===== config.mk =====
export PLATFORM = sky130hd
export DESIGN_NAME = rofd_top
export DESIGN_NICKNAME = d
export VERILOG_FILES = /design/src/rtl/rofd_pkg.sv /design/src/rtl/rofd_timer.sv /design/src/rtl/rofd_group.sv /design/src/rtl/rofd_top.sv
export SDC_FILE = /design/constraint.sdc
export NUM_CORES = 2
export LEC_CHECK = 0
export ABC_AREA = 1
export BUFFER_PORTS_ARGS = -buffer_cell sky130_fd_sc_hd__buf_2
export CORE_ASPECT_RATIO = 2
export CORE_MARGIN = 2
export CORE_UTILIZATION = 50
export DETAILED_ROUTE_END_ITERATION = 6
export GPL_TIMING_DRIVEN = 1
export HOLD_SLACK_MARGIN = 0.12
export PLACE_DENSITY = 0.66
export SYNTH_ARGS = -nofsm -noshare
export SYNTH_HDL_FRONTEND = slang
export SYNTH_SLANG_ARGS = --single-unit

===== constraint.sdc =====
create_clock -name i_core_clk -period 2.3 [get_ports i_core_clk]
set_input_delay 0.345 -clock i_core_clk [delete_from_list [all_inputs] [get_ports i_core_clk]]
set_output_delay 0.345 -clock i_core_clk [all_outputs]
set_load 0.01 [all_outputs]

===== src/rtl/rofd_pkg.sv =====
// Package for the relay output force and disarm block
package rofd_pkg;
    localparam int unsigned CLK_HZ        = 20_000_000;
    localparam int unsigned NUM_GROUPS    = 2;
    localparam int unsigned OUTS_PER_GRP  = 8;
    localparam int unsigned NUM_OUTS      = NUM_GROUPS * OUTS_PER_GRP;
    localparam int unsigned TMR_W         = 32;
    localparam int unsigned ADDR_W        = 8;

    // Register offsets (byte addresses, one word each)
    localparam logic [ADDR_W-1:0] REG_FORCE_EN     = 8'h00;
    localparam logic [ADDR_W-1:0] REG_FORCE_VAL    = 8'h04;
    localparam logic [ADDR_W-1:0] REG_GRP_FORCE    = 8'h08;
    localparam logic [ADDR_W-1:0] REG_FORCE_MODE   = 8'h0C;
    localparam logic [ADDR_W-1:0] REG_FORCE_TIME   = 8'h10;
    localparam logic [ADDR_W-1:0] REG_DISARM_CTRL  = 8'h14;
    localparam logic [ADDR_W-1:0] REG_DISARM_MODE  = 8'h18;
    localparam logic [ADDR_W-1:0] REG_DISARM_TIME  = 8'h1C;
    localparam logic [ADDR_W-1:0] REG_COMMAND      = 8'h20;
    localparam logic [ADDR_W-1:0] REG_EXEMPT       = 8'h24;
    localparam logic [ADDR_W-1:0] REG_STATUS       = 8'h28;
    localparam logic [ADDR_W-1:0] REG_OUT_STATE    = 8'h2C;

    // Command register bit positions (write-one pulses)
    localparam int unsigned CMD_FORCE_APPLY  = 0;
    localparam int unsigned CMD_FORCE_REMOVE = 1;
    localparam int unsigned CMD_DISARM_APPLY = 2;
    localparam int unsigned CMD_DISARM_WDRAW = 3;
    localparam int unsigned CMD_REBOOT       = 4;

    // Status register bit positions
    localparam int unsigned ST_SYSTEM_OK     = 0;
    localparam int unsigned ST_FORCE_LO      = 8;
    localparam int unsigned ST_DISARM_LO     = 24;

    localparam logic [31:0] RST_WORD  = 32'h0000_0000;
    localparam logic [31:0] RD_UNMAP  = 32'h0000_0000;

    typedef struct packed {
        logic [ADDR_W-1:0] addr;
        logic [31:0]       wdata;
        logic              wr;
        logic              rd;
    } rofd_bus_req_t;

    typedef struct packed {
        logic [NUM_OUTS-1:0] normal_cmd;
        logic [NUM_OUTS-1:0] latched;
        logic [NUM_OUTS-1:0] hold_run;
    } rofd_out_in_t;
endpackage : rofd_pkg


===== src/rtl/rofd_timer.sv =====
// Restartable override timer with permanent mode
`timescale 1ns/1ps
module rofd_timer #(
    parameter int unsigned W = 32
) (
    input  wire logic         i_core_clk,
    input  wire logic         i_rst_n,
    input  wire logic         i_start,
    input  wire logic         i_stop,
    input  wire logic         i_permanent,
    input  wire logic [W-1:0] i_ticks,
    output logic              o_active
);
    logic [W-1:0] cnt_q;
    logic         act_q;
    logic         perm_q;
    wire          expire = act_q && !perm_q && (cnt_q <= W'(1));

    always_ff @(posedge i_core_clk or negedge i_rst_n) begin
        if (!i_rst_n) begin
            cnt_q  <= '0;
            act_q  <= 1'b0;
            perm_q <= 1'b0;
        end else if (i_start) begin
            // A new command restarts the count
            cnt_q  <= i_ticks;
            act_q  <= 1'b1;
            perm_q <= i_permanent;
        end else if (i_stop || expire) begin
            act_q  <= 1'b0;
        end else if (act_q && !perm_q) begin
            cnt_q  <= cnt_q - W'(1);
        end
    end

    assign o_active = act_q;
endmodule : rofd_timer


===== src/rtl/rofd_group.sv =====
// Per-group force and disarm override with output mixing
`timescale 1ns/1ps
module rofd_group #(
    parameter int unsigned N = 8,
    parameter int unsigned W = 32
) (
    input  wire logic         i_core_clk,
    input  wire logic         i_rst_n,
    input  wire logic [N-1:0] i_normal,
    input  wire logic [N-1:0] i_latched,
    input  wire logic [N-1:0] i_hold_run,
    input  wire logic [N-1:0] i_exempt,
    input  wire logic [N-1:0] i_force_sel,
    input  wire logic [N-1:0] i_force_val,
    input  wire logic         i_grp_force,
    input  wire logic         i_force_perm,
    input  wire logic         i_disarm_en,
    input  wire logic         i_disarm_perm,
    input  wire logic [W-1:0] i_force_ticks,
    input  wire logic [W-1:0] i_disarm_ticks,
    input  wire logic         i_force_cmd,
    input  wire logic         i_force_remove,
    input  wire logic         i_disarm_cmd,
    input  wire logic         i_disarm_wdraw,
    output logic [N-1:0]      o_out,
    output logic [N-1:0]      o_forced,
    output logic [N-1:0]      o_disarmed
);
    logic [N-1:0] dis_pend_q;
    logic         dis_tmr_act;
    logic [N-1:0] dis_act_q;
    logic [N-1:0] out_q;
    wire          dis_start = i_disarm_cmd && i_disarm_en;
    wire  [N-1:0] blocked   = i_latched | i_hold_run;

    // Group-level disarm timer
    rofd_timer #(.W(W)) u_dis_tmr (
        .i_core_clk  (i_core_clk),
        .i_rst_n     (i_rst_n),
        .i_start     (dis_start),
        .i_stop      (i_disarm_wdraw || !i_disarm_en),
        .i_permanent (i_disarm_perm),
        .i_ticks     (i_disarm_ticks),
        .o_active    (dis_tmr_act)
    );

    genvar k;
    generate
        for (k = 0; k < N; k++) begin : g_ch
            logic ftmr_act;
            logic fval_q;
            wire  sel = i_grp_force | i_force_sel[k];
            // Force taken only on the direct command, never while disarmed
            wire  fstart = i_force_cmd && sel && !dis_act_q[k];
            rofd_timer #(.W(W)) u_f_tmr (
                .i_core_clk  (i_core_clk),
                .i_rst_n     (i_rst_n),
                .i_start     (fstart),
                .i_stop      (i_force_remove),
                .i_permanent (i_force_perm),
                .i_ticks     (i_force_ticks),
                .o_active    (ftmr_act)
            );
            always_ff @(posedge i_core_clk or negedge i_rst_n) begin
                if (!i_rst_n) begin
                    fval_q        <= 1'b0;
                    dis_pend_q[k] <= 1'b0;
                    dis_act_q[k]  <= 1'b0;
                    out_q[k]      <= 1'b0;
                end else begin
                    // Group force wins over the single value, so all go to its level
                    if (fstart) begin
                        fval_q <= i_grp_force ? i_force_val[0] : i_force_val[k];
                    end
                    // Disarm waits for latch and hold timer; exempt outputs never disarm
                    // The timer shows active one edge after the command, so the command counts too
                    if ((!dis_tmr_act && !dis_start) || i_exempt[k]) begin
                        dis_pend_q[k] <= 1'b0;
                        dis_act_q[k]  <= 1'b0;
                    end else if (dis_start || dis_pend_q[k]) begin
                        dis_pend_q[k] <= blocked[k];
                        dis_act_q[k]  <= dis_act_q[k] | !blocked[k];
                    end
                    out_q[k] <= dis_act_q[k] ? 1'b0 : (ftmr_act ? fval_q : i_normal[k]);
                end
            end
            assign o_forced[k] = ftmr_act && !dis_act_q[k];
        end
    endgenerate

    assign o_out      = out_q;
    assign o_disarmed = dis_act_q;
endmodule : rofd_group


===== src/rtl/rofd_top.sv =====
// Relay output force/disarm test override, top level with register port
//
// Summary of operation
// - Each output can be forced, permanently or for a timed interval.
// - When the force timer expires, the output follows its normal command.
// - Permanent force holds until software removes it.
// - Whole-group force overrides single-output force in that group.
// - A force request on a disarmed output is ignored.
// - Force applies only after the direct command, and only if not disarmed.
// - Whole groups can be disarmed; disarmed outputs never switch.
// - Zone interlock and supervision outputs are never disarmed.
// - A timed disarm ends when its timer expires.
// - A permanent disarm lasts until withdrawn.
// - Disarm waits while the output is latched and not reset.
// - Disarm waits while the output's off-delay hold timer runs.
// - Disarm needs unlatched idle output, disarm control active and direct command.
// - An operator request triggers a full device reboot.
// - Operational LED lights steady green only once booted and protection runs.
`timescale 1ns/1ps
module rofd_top #(
    parameter int unsigned NUM_GROUPS   = rofd_pkg::NUM_GROUPS,
    parameter int unsigned OUTS_PER_GRP = rofd_pkg::OUTS_PER_GRP,
    parameter int unsigned TMR_W        = rofd_pkg::TMR_W
) (
    input  wire logic                                 i_core_clk,
    input  wire logic                                 i_rst_n,
    input  wire logic [rofd_pkg::ADDR_W-1:0]          i_addr,
    input  wire logic [31:0]                          i_wdata,
    input  wire logic                                 i_wr,
    input  wire logic                                 i_rd,
    output logic      [31:0]                          o_rdata,
    input  wire logic [NUM_GROUPS*OUTS_PER_GRP-1:0]   i_normal_cmd,
    input  wire logic [NUM_GROUPS*OUTS_PER_GRP-1:0]   i_latched,
    input  wire logic [NUM_GROUPS*OUTS_PER_GRP-1:0]   i_hold_run,
    input  wire logic                                 i_boot_done,
    input  wire logic                                 i_prot_running,
    output logic      [NUM_GROUPS*OUTS_PER_GRP-1:0]   o_contact,
    output logic                                      o_reboot_req,
    output logic                                      o_led_green
);
    localparam int unsigned NO = NUM_GROUPS * OUTS_PER_GRP;

    rofd_pkg::rofd_bus_req_t bus;
    rofd_pkg::rofd_out_in_t  oin;
    assign bus = '{addr: i_addr, wdata: i_wdata, wr: i_wr, rd: i_rd};
    assign oin = '{normal_cmd: i_normal_cmd, latched: i_latched, hold_run: i_hold_run};

    logic [NO-1:0]         force_en_q;
    logic [NO-1:0]         force_val_q;
    logic [NUM_GROUPS-1:0] grp_force_q;
    logic [NUM_GROUPS-1:0] force_perm_q;
    logic [TMR_W-1:0]      force_time_q;
    logic [NUM_GROUPS-1:0] disarm_ctrl_q;
    logic [NUM_GROUPS-1:0] disarm_perm_q;
    logic [TMR_W-1:0]      disarm_time_q;
    logic [NO-1:0]         exempt_q;
    logic [31:0]           rdata_q;
    logic                  reboot_q;
    logic [1:0]            boot_s_q;
    logic [1:0]            prot_s_q;
    logic                  led_q;
    logic [NO-1:0]         forced;
    logic [NO-1:0]         disarmed;

    // Address decode
    wire hit_fen   = bus.addr == rofd_pkg::REG_FORCE_EN;
    wire hit_fval  = bus.addr == rofd_pkg::REG_FORCE_VAL;
    wire hit_gfor  = bus.addr == rofd_pkg::REG_GRP_FORCE;
    wire hit_fmode = bus.addr == rofd_pkg::REG_FORCE_MODE;
    wire hit_ftime = bus.addr == rofd_pkg::REG_FORCE_TIME;
    wire hit_dctl  = bus.addr == rofd_pkg::REG_DISARM_CTRL;
    wire hit_dmode = bus.addr == rofd_pkg::REG_DISARM_MODE;
    wire hit_dtime = bus.addr == rofd_pkg::REG_DISARM_TIME;
    wire hit_cmd   = bus.addr == rofd_pkg::REG_COMMAND;
    wire hit_exm   = bus.addr == rofd_pkg::REG_EXEMPT;
    wire hit_stat  = bus.addr == rofd_pkg::REG_STATUS;
    wire hit_ost   = bus.addr == rofd_pkg::REG_OUT_STATE;

    // Command pulses: one cycle, no storage
    wire cmd_wr      = bus.wr && hit_cmd;
    wire c_force     = cmd_wr && bus.wdata[rofd_pkg::CMD_FORCE_APPLY];
    wire c_fremove   = cmd_wr && bus.wdata[rofd_pkg::CMD_FORCE_REMOVE];
    wire c_disarm    = cmd_wr && bus.wdata[rofd_pkg::CMD_DISARM_APPLY];
    wire c_dwdraw    = cmd_wr && bus.wdata[rofd_pkg::CMD_DISARM_WDRAW];
    wire c_reboot    = cmd_wr && bus.wdata[rofd_pkg::CMD_REBOOT];

    always_ff @(posedge i_core_clk or negedge i_rst_n) begin
        if (!i_rst_n) begin
            force_en_q    <= '0;
            force_val_q   <= '0;
            grp_force_q   <= '0;
            force_perm_q  <= '0;
            force_time_q  <= '0;
            disarm_ctrl_q <= '0;
            disarm_perm_q <= '0;
            disarm_time_q <= '0;
            exempt_q      <= '0;
        end else if (bus.wr) begin
            if (hit_fen)   force_en_q    <= bus.wdata[NO-1:0];
            if (hit_fval)  force_val_q   <= bus.wdata[NO-1:0];
            if (hit_gfor)  grp_force_q   <= bus.wdata[NUM_GROUPS-1:0];
            if (hit_fmode) force_perm_q  <= bus.wdata[NUM_GROUPS-1:0];
            if (hit_ftime) force_time_q  <= bus.wdata[TMR_W-1:0];
            if (hit_dctl)  disarm_ctrl_q <= bus.wdata[NUM_GROUPS-1:0];
            if (hit_dmode) disarm_perm_q <= bus.wdata[NUM_GROUPS-1:0];
            if (hit_dtime) disarm_time_q <= bus.wdata[TMR_W-1:0];
            if (hit_exm)   exempt_q      <= bus.wdata[NO-1:0];
        end
    end

    // Read mux; shifted fields avoid zero-width fillers when the counts change
    logic [NUM_GROUPS-1:0] disarm_act_grp;
    wire [31:0] status_w = (32'(disarm_act_grp) << rofd_pkg::ST_DISARM_LO)
                         | (32'(forced) << rofd_pkg::ST_FORCE_LO)
                         | (32'(led_q) << rofd_pkg::ST_SYSTEM_OK);
    wire [31:0] rd_mux =
        hit_fen   ? 32'(force_en_q)    :
        hit_fval  ? 32'(force_val_q)   :
        hit_gfor  ? 32'(grp_force_q)   :
        hit_fmode ? 32'(force_perm_q)  :
        hit_ftime ? 32'(force_time_q)  :
        hit_dctl  ? 32'(disarm_ctrl_q) :
        hit_dmode ? 32'(disarm_perm_q) :
        hit_dtime ? 32'(disarm_time_q) :
        hit_exm   ? 32'(exempt_q)      :
        hit_stat  ? status_w           :
        hit_ost   ? 32'(disarmed)      :
        rofd_pkg::RD_UNMAP;

    always_ff @(posedge i_core_clk or negedge i_rst_n) begin
        if (!i_rst_n) begin
            rdata_q <= rofd_pkg::RST_WORD;
        end else if (bus.rd) begin
            rdata_q <= rd_mux;
        end else begin
            rdata_q <= rofd_pkg::RST_WORD;
        end
    end

    // Reboot request is a registered one-cycle pulse
    always_ff @(posedge i_core_clk or negedge i_rst_n) begin
        if (!i_rst_n) begin
            reboot_q <= 1'b0;
        end else begin
            reboot_q <= c_reboot;
        end
    end

    // Status pins come from outside: three flops, change taken when last two agree
    logic boot_s3_q;
    logic prot_s3_q;
    always_ff @(posedge i_core_clk or negedge i_rst_n) begin
        if (!i_rst_n) begin
            boot_s_q  <= '0;
            prot_s_q  <= '0;
            boot_s3_q <= 1'b0;
            prot_s3_q <= 1'b0;
            led_q     <= 1'b0;
        end else begin
            boot_s_q  <= {boot_s_q[0], i_boot_done};
            prot_s_q  <= {prot_s_q[0], i_prot_running};
            boot_s3_q <= boot_s_q[1];
            prot_s3_q <= prot_s_q[1];
            if ((boot_s_q[1] == boot_s3_q) && (prot_s_q[1] == prot_s3_q)) begin
                led_q <= boot_s3_q && prot_s3_q;
            end
        end
    end

    genvar g;
    generate
        for (g = 0; g < NUM_GROUPS; g++) begin : g_grp
            localparam int unsigned LO = g * OUTS_PER_GRP;
            logic [OUTS_PER_GRP-1:0] dis_g;
            rofd_group #(.N(OUTS_PER_GRP), .W(TMR_W)) u_grp (
                .i_core_clk     (i_core_clk),
                .i_rst_n        (i_rst_n),
                .i_normal       (oin.normal_cmd[LO +: OUTS_PER_GRP]),
                .i_latched      (oin.latched[LO +: OUTS_PER_GRP]),
                .i_hold_run     (oin.hold_run[LO +: OUTS_PER_GRP]),
                .i_exempt       (exempt_q[LO +: OUTS_PER_GRP]),
                .i_force_sel    (force_en_q[LO +: OUTS_PER_GRP]),
                .i_force_val    (force_val_q[LO +: OUTS_PER_GRP]),
                .i_grp_force    (grp_force_q[g]),
                .i_force_perm   (force_perm_q[g]),
                .i_disarm_en    (disarm_ctrl_q[g]),
                .i_disarm_perm  (disarm_perm_q[g]),
                .i_force_ticks  (force_time_q),
                .i_disarm_ticks (disarm_time_q),
                .i_force_cmd    (c_force),
                .i_force_remove (c_fremove),
                .i_disarm_cmd   (c_disarm),
                .i_disarm_wdraw (c_dwdraw),
                .o_out          (o_contact[LO +: OUTS_PER_GRP]),
                .o_forced       (forced[LO +: OUTS_PER_GRP]),
                .o_disarmed     (dis_g)
            );
            assign disarmed[LO +: OUTS_PER_GRP] = dis_g;
            assign disarm_act_grp[g] = |dis_g;
        end
    endgenerate

    assign o_rdata      = rdata_q;
    assign o_reboot_req = reboot_q;
    assign o_led_green  = led_q;
endmodule : rofd_top


After elaboration in Yosys (flattened, before gate mapping). Cells that the tools add are included.

Input bits: 94. Word-level logic and storage cells: 735. Register bits after elaboration: 836.

Reductions and logical operators: 286. Magnitude comparators: 18. Muxes and demuxes: 212. Bitwise gates (word level): 36. Equal/unequal tests: 31. $add $sub $neg: 18.

Operator list (count): 32-bit two-way mux (63); 32-bit by 1-bit <= comparator with 1-bit output, second input constant (18); 32-bit by 1-bit subtractor with 32-bit output, second input constant (18); 1-bit two-way mux (146); 2-bit nonzero test (52); 1-bit logical AND (96); 1-bit logical NOT (56); 2-bit AND reduction (27); 1-bit logical OR (52); 26-bit two-way mux (2); 2-bit by 1-bit != test with 1-bit output, second input constant (18); 8-bit by 5-bit == test with 1-bit output, second input constant (4); 8-bit by 6-bit == test with 1-bit output, second input constant (4); 1-bit OR (32); 26-bit by 1-bit OR with 26-bit output (1); 26-bit by 24-bit OR with 26-bit output (1); 8-bit by 4-bit == test with 1-bit output, second input constant (2); 16-bit two-way mux (1); 8-bit OR (2); 8-bit OR reduction (2); 8-bit by 3-bit == test with 1-bit output, second input constant (1); 8-bit logical NOT (1); 1-bit == test (2).

Longest topological paths before layout.
Depth after elaboration: 15. Mapped depth: 15. Gate-level depth less buffers: 13.

Hierarchy. A second synthesis with hierarchy kept.

Cells, all modules: 9324. Area, all modules: 58662.5 um^2.

By module, submodules not included: rofd_timer at g_grp[1].u_grp.g_ch[0].u_f_tmr ... (times used 9, cells an instance 450, area an instance 2707.6 um^2); rofd_timer at g_grp[0].u_grp.g_ch[0].u_f_tmr ... (times used 8, cells an instance 447, area an instance 2673.8 um^2); rofd_top (times used 1, cells an instance 801, area an instance 6907.9 um^2); rofd_group (times used 2, cells an instance 225, area an instance 1646.6 um^2); rofd_timer at g_grp[0].u_grp.u_dis_tmr (times used 1, cells an instance 447, area an instance 2702.6 um^2).

Worst setup path before layout. OpenSTA, ideal clock, no wires.

Path type: input -> register. Start point: in i_addr[6] in the netlist's numbering. End point: reg g_grp[0].u_grp.g_ch[6].u_f_tmr.cnt_q[16]. Library setup time: 0.117 ns. Arrival: 1.869 ns. Stages on the path: 15. Setup slack: 0.314 ns. Cell sequence: inv_1 nand2_1 nor2_4 nand2_2 nor2_4 nand2_4 inv_4 buf_8 nand3_4 nand2_1 nand2_1 buf_4 buf_2 nand2_1 nand2_1.

Word-level cells in the longest chain between the ends: 7. Elaborated cells between the ends (all ways): 11.

RTL lines: start, declared (RTL line rofd_top.sv:27) `input wire logic [rofd_pkg::ADDR_W-1:0] i_addr,`; 8-bit by 6-bit == test with 1-bit output (*) (RTL line rofd_top.sv:74) `wire hit_cmd = bus.addr == rofd_pkg::REG_COMMAND;`; 1-bit logical AND (*) (RTL line rofd_top.sv:80) `wire cmd_wr = bus.wr && hit_cmd;`; 1-bit logical AND (RTL line rofd_top.sv:81) `wire c_force = cmd_wr && bus.wdata[rofd_pkg::CMD_FORCE_APPLY];`; 1-bit logical AND (2 in series) (RTL line rofd_group.sv:54) `wire fstart = i_force_cmd && sel && !dis_act_q[k];`; 2-bit by 1-bit != test with 1-bit output (no line) / 2-bit nonzero test (equally long branches); 2-bit AND reduction (no line); end signal, assigned (RTL line rofd_timer.sv:26) `cnt_q <= i_ticks;`; end signal, assigned (RTL line rofd_timer.sv:32) `cnt_q <= cnt_q - W'(1);`; end, declared (RTL line rofd_timer.sv:14) `logic [W-1:0] cnt_q;`.

Every way passes the cells marked *; elsewhere a longest branch is shown, timed or not. A chain may end at the register's enable or synchronous reset.

Final worst setup path.
Start point: in i_wr. End point: reg g_grp[0].u_grp.g_ch[0].u_f_tmr.cnt_q[25].

Word-level cells in the longest chain between the ends: 6. Elaborated cells between the ends (all ways): 10.

RTL lines: start, declared (RTL line rofd_top.sv:29) `input wire logic i_wr,`; 1-bit logical AND (*) (RTL line rofd_top.sv:80); 1-bit logical AND (RTL line rofd_top.sv:81); 1-bit logical AND (2 in series) (RTL line rofd_group.sv:54); 2-bit by 1-bit != test with 1-bit output (no line) / 2-bit nonzero test (equally long branches); 2-bit AND reduction (no line); end signal, assigned (RTL line rofd_timer.sv:26); end signal, assigned (RTL line rofd_timer.sv:32); end, declared (RTL line rofd_timer.sv:14).

Marks and branches as above.

==> reports/metrics.cfg <==
[yosys]
syn_nets=8104
syn-cell-area_mm2=0.0530
syn_inst=7974
avgSynthCellArea_um2=6.64
ys_warn_count=0
ys_seq_area_share_pct=39.5
yosys_register_bits=836
yosys.cell_types.count=51

[timing]
tightest_slew_ns=0.933
slew_viol_final=0
relSlewSlack_pct=37.7
fin_crit_ns=2.22
setup_viol=0
clock.fmax_ghz=0.449
rsz0062_at_grt=yes
fin_worst_skew_ns=0.0310
hold_slack_ns=0.146
finalHoldViolCount=0
timing.final.crit_share_pct=96.7

[worst_setup_path]
cp_num_buf_inv=4
cp.required_ns=2.92
crit_type=in2reg
cpMaxStageDelayCell=dlygate4sd3_1
crit_chain=dlygate4sd3_1, buf_2, nand2_2, nor2_4, nand2_4, inv_4, nand3_1, o21ai_1, buf_4, a21oi_1, nor2_1
critPathMaxStageDelay_ns=0.52
start_kind=input port
worstPathArrival_ns=2.85
critical_path.top_delay_family=buffers and inverters
path_max_fanout=20
endpoint_kind=flop

[layout]
layout_common_cells=2961 x nand2_1, 1151 x nor2_1, 916 x o21ai_0
finalInstanceArea_mm2=0.0625
layout_commonest_cell=nand2_1
drive_gt1_share_pct=9.79
area_growth_pct=18.0
fillCellCount=10100
final_core_util_pct=59.6
stdcell_count=9897
fin_nets=8582

[cts]
clock_latency_ns=0.71
numCtsBuffers=83
clockBufferDepth=3
htreeDepth=3
clock-root-buffer=clkbuf_16
clk_pin_slew_worst_paths_ns=0.07
clock-sinks=836
cts_tree=done

[power_and_ir_drop]
clock_power_share_pct=36.6
pwr-share-seq_pct=38.8
leakage_nw=34.0
powerDensity_mw_per_mm2=643
worst_ir_drop_vdd_mv=0.695
swShare_pct=33.1
p_int_mw=26.9
p_sw_mw=13.3
comb_power_share_pct=24.6
power_mw=40.2

[detailed_routing]
dr.first_iter.drc_count=4485
drc=0
first_pass_iters=6
vias=55500
ant_nets=0
routed_wl_um=215000
via_per_inst=5.61
wl_per_cell_um=21.8

[grt]
grt_first_pass_wirelength_um=322000
grt_antenna_before_repair=18
track_usage_pct=39.5
gr-total-overflow=0
grt_max_degree=101
grt_pass1_vias=54400

[worst_hold_path]
hp-class=in2reg

[floorplan]
core.rowCount=168
die_width_um=234
fp.dieArea_mm2=0.109
core_area_mm2=0.105
ios=144
start_util_pct=50.5
die_y_um=464

[placement]
placed_area_mm2=0.0586
dpl.cell_count=9637
io_buffer_count=143
dp_hpwl_um=157000
gp_congestion=1.03

[job]
drv_cap=0

[run_status]
outcome=finished clean

[synth_stat cells (all sizes together)]
cell / n / area, um2
or2: 27 / 169
nand2: 2979 / 11200
a21boi: 10 / 75.1
nor3: 88 / 452
o21ai: 973 / 4870
o21a: 5 / 37.5
a31o: 4 / 35.0
clkinv: 11 / 43.8
o22ai: 3 / 18.8
o221ai: 8 / 70.1
xor2: 132 / 1160
nand3b: 16 / 120
mux2i: 7 / 70.1
and2: 3 / 18.8
nand4: 121 / 757
a22oi: 1 / 7.51
o2111a: 1 / 11.3
inv: 526 / 1980
dfrtp: 836 / 20900
a31oi: 7 / 43.8
nor3b: 5 / 37.5
a21oi: 73 / 365
o211ai: 6 / 45.0
nor2: 1162 / 4390
clkbuf: 182 / 683
o21bai: 18 / 135
xnor2: 233 / 2040
a21o: 1 / 7.51
o2111ai: 5 / 43.8
ha: 36 / 450
buf: 107 / 608
a32oi: 6 / 52.6
nand3: 349 / 1820
o211a: 1 / 10.0
nor4: 31 / 194
and3: 1 / 6.26
[stage by stage]
stage,setup slack [ns],setup TNS [ns]
6_report,0.0751,0
2_1_floorplan,0.314,0
4_1_cts,0.0277,0
5_1_grt,-0.00632,-0.00632
3_3_place_gp,-0.162,-22.15
3_5_place_dp,-0.250,-51.59
[layout make-up]
| class | instances | area (um2) | area share [%] |
|---|---|---|---|
| Inverter | 537 | 2030 | 3.26 |
| Antenna cell | 18 | 45.0 | 0.0721 |
| Sequential cell | 836 | 20900 | 33.5 |
| Multi-Input combinational cell | 6312 | 28900 | 46.2 |
| Timing Repair Buffer | 682 | 6120 | 9.79 |
| Tap cell | 1360 | 1700 | 2.72 |
| Clock inverter | 39 | 468 | 0.749 |
| Clock buffer | 113 | 2330 | 3.73 |
[repair_timing]
item                                    CTS  global route
buffers inserted                          0             0
endpoints found under the setup margin    1           203
hold buffers                             85             0
pin swaps                                 0             5
resized for setup                         1            37
gates cloned                              0             5
endpoints found under the hold margin   770             0
[power by group through the flow]
stage / clock network, mW / registers, mW / logic, mW
after floorplan: 0 / 15.7 / 6.27
after CTS: 14.9 / 15.6 / 9.75
final: 14.7 / 15.6 / 9.88
after global routing: 15.4 / 15.6 / 11.0
after detailed placement: 0 / 15.8 / 9.56
after global placement: 0 / 15.8 / 9.49
[state kept, by name (all words and copies together) (netlist names), 16 cells and up]
| signal | count |
|---|---|
| g_grp.u_grp.o_out | 16 |
| force_en_q | 16 |
| force_val_q | 16 |
| exempt_q | 16 |
| g_grp.u_grp.u_dis_tmr.cnt_q | 64 |
| g_grp.u_grp.g_ch.u_f_tmr.o_active | 16 |
| g_grp.u_grp.o_disarmed | 16 |
| force_time_q | 32 |
| o_rdata | 32 |
| g_grp.u_grp.g_ch.u_f_tmr.cnt_q | 512 |
| g_grp.u_grp.dis_pend_q | 16 |
| disarm_time_q | 32 |
| g_grp.u_grp.g_ch.u_f_tmr.perm_q | 16 |
| g_grp.u_grp.g_ch.fval_q | 16 |
[worst paths after layout]
| path | startpoint | to | slack [ns] | cells after the start |
|---|---|---|---|---|
| max | i_wr | g_grp[0].u_grp.g_ch[0].u_f_tmr.cnt_q[25]$_DFFE_PN0P_ | 0.08 | 11 |
| min | i_wdata[1] | disarm_perm_q[1]$_DFFE_PN0P_ | 0.15 | 4 |
| max reg2reg | g_grp[0].u_grp.g_ch[0].u_f_tmr.cnt_q[1]$_DFFE_PN0P_ | g_grp[0].u_grp.g_ch[0].u_f_tmr.cnt_q[7]$_DFFE_PN0P_ | 0.11 | 14 |
| min reg2reg | boot_s_q[0]$_DFF_PN0_ | boot_s_q[1]$_DFF_PN0_ | 0.36 | 0 |
| max in group asynchronous | i_rst_n | g_grp[0].u_grp.g_ch[3].u_f_tmr.cnt_q[27]$_DFFE_PN0P_ | 0.32 | 4 |
| min in group asynchronous | i_rst_n | g_grp[1].u_grp.g_ch[2].u_f_tmr.cnt_q[19]$_DFFE_PN0P_ | 0.65 | 3 |
[cell families (layout without fill, tap and decap cells)]
group	after synthesis	count (layout)	synth area share, %
compound gates	1122	1122	11.0
xor+xnor	365	365	6.04
fa+ha+maj	36	36	0.851
buf+inv	826	1371	6.25
flops	836	836	39.5
mux	7	7	0.132
other cells	0	18	0
simple gates	4782	4782	36.2
[layer usage]
metal  global-route usage [%]  routed length [um]  vias to the layer above
met5                        0                  35                        -
met4                     33.0               21200                        6
met3                     6.78               14200                      819
met2                     66.8              104000                     2222
met1                     42.5               75800                    26100
li1                         -                   -                    26400
[tightest hold or removal path, cell delays in order]
cell      delay [ns]
buf_2           0.11
clkinv_1        0.08
buf_4           0.18
o21ai_0         0.10
Note: power is estimated with default switching activity, not from simulation.
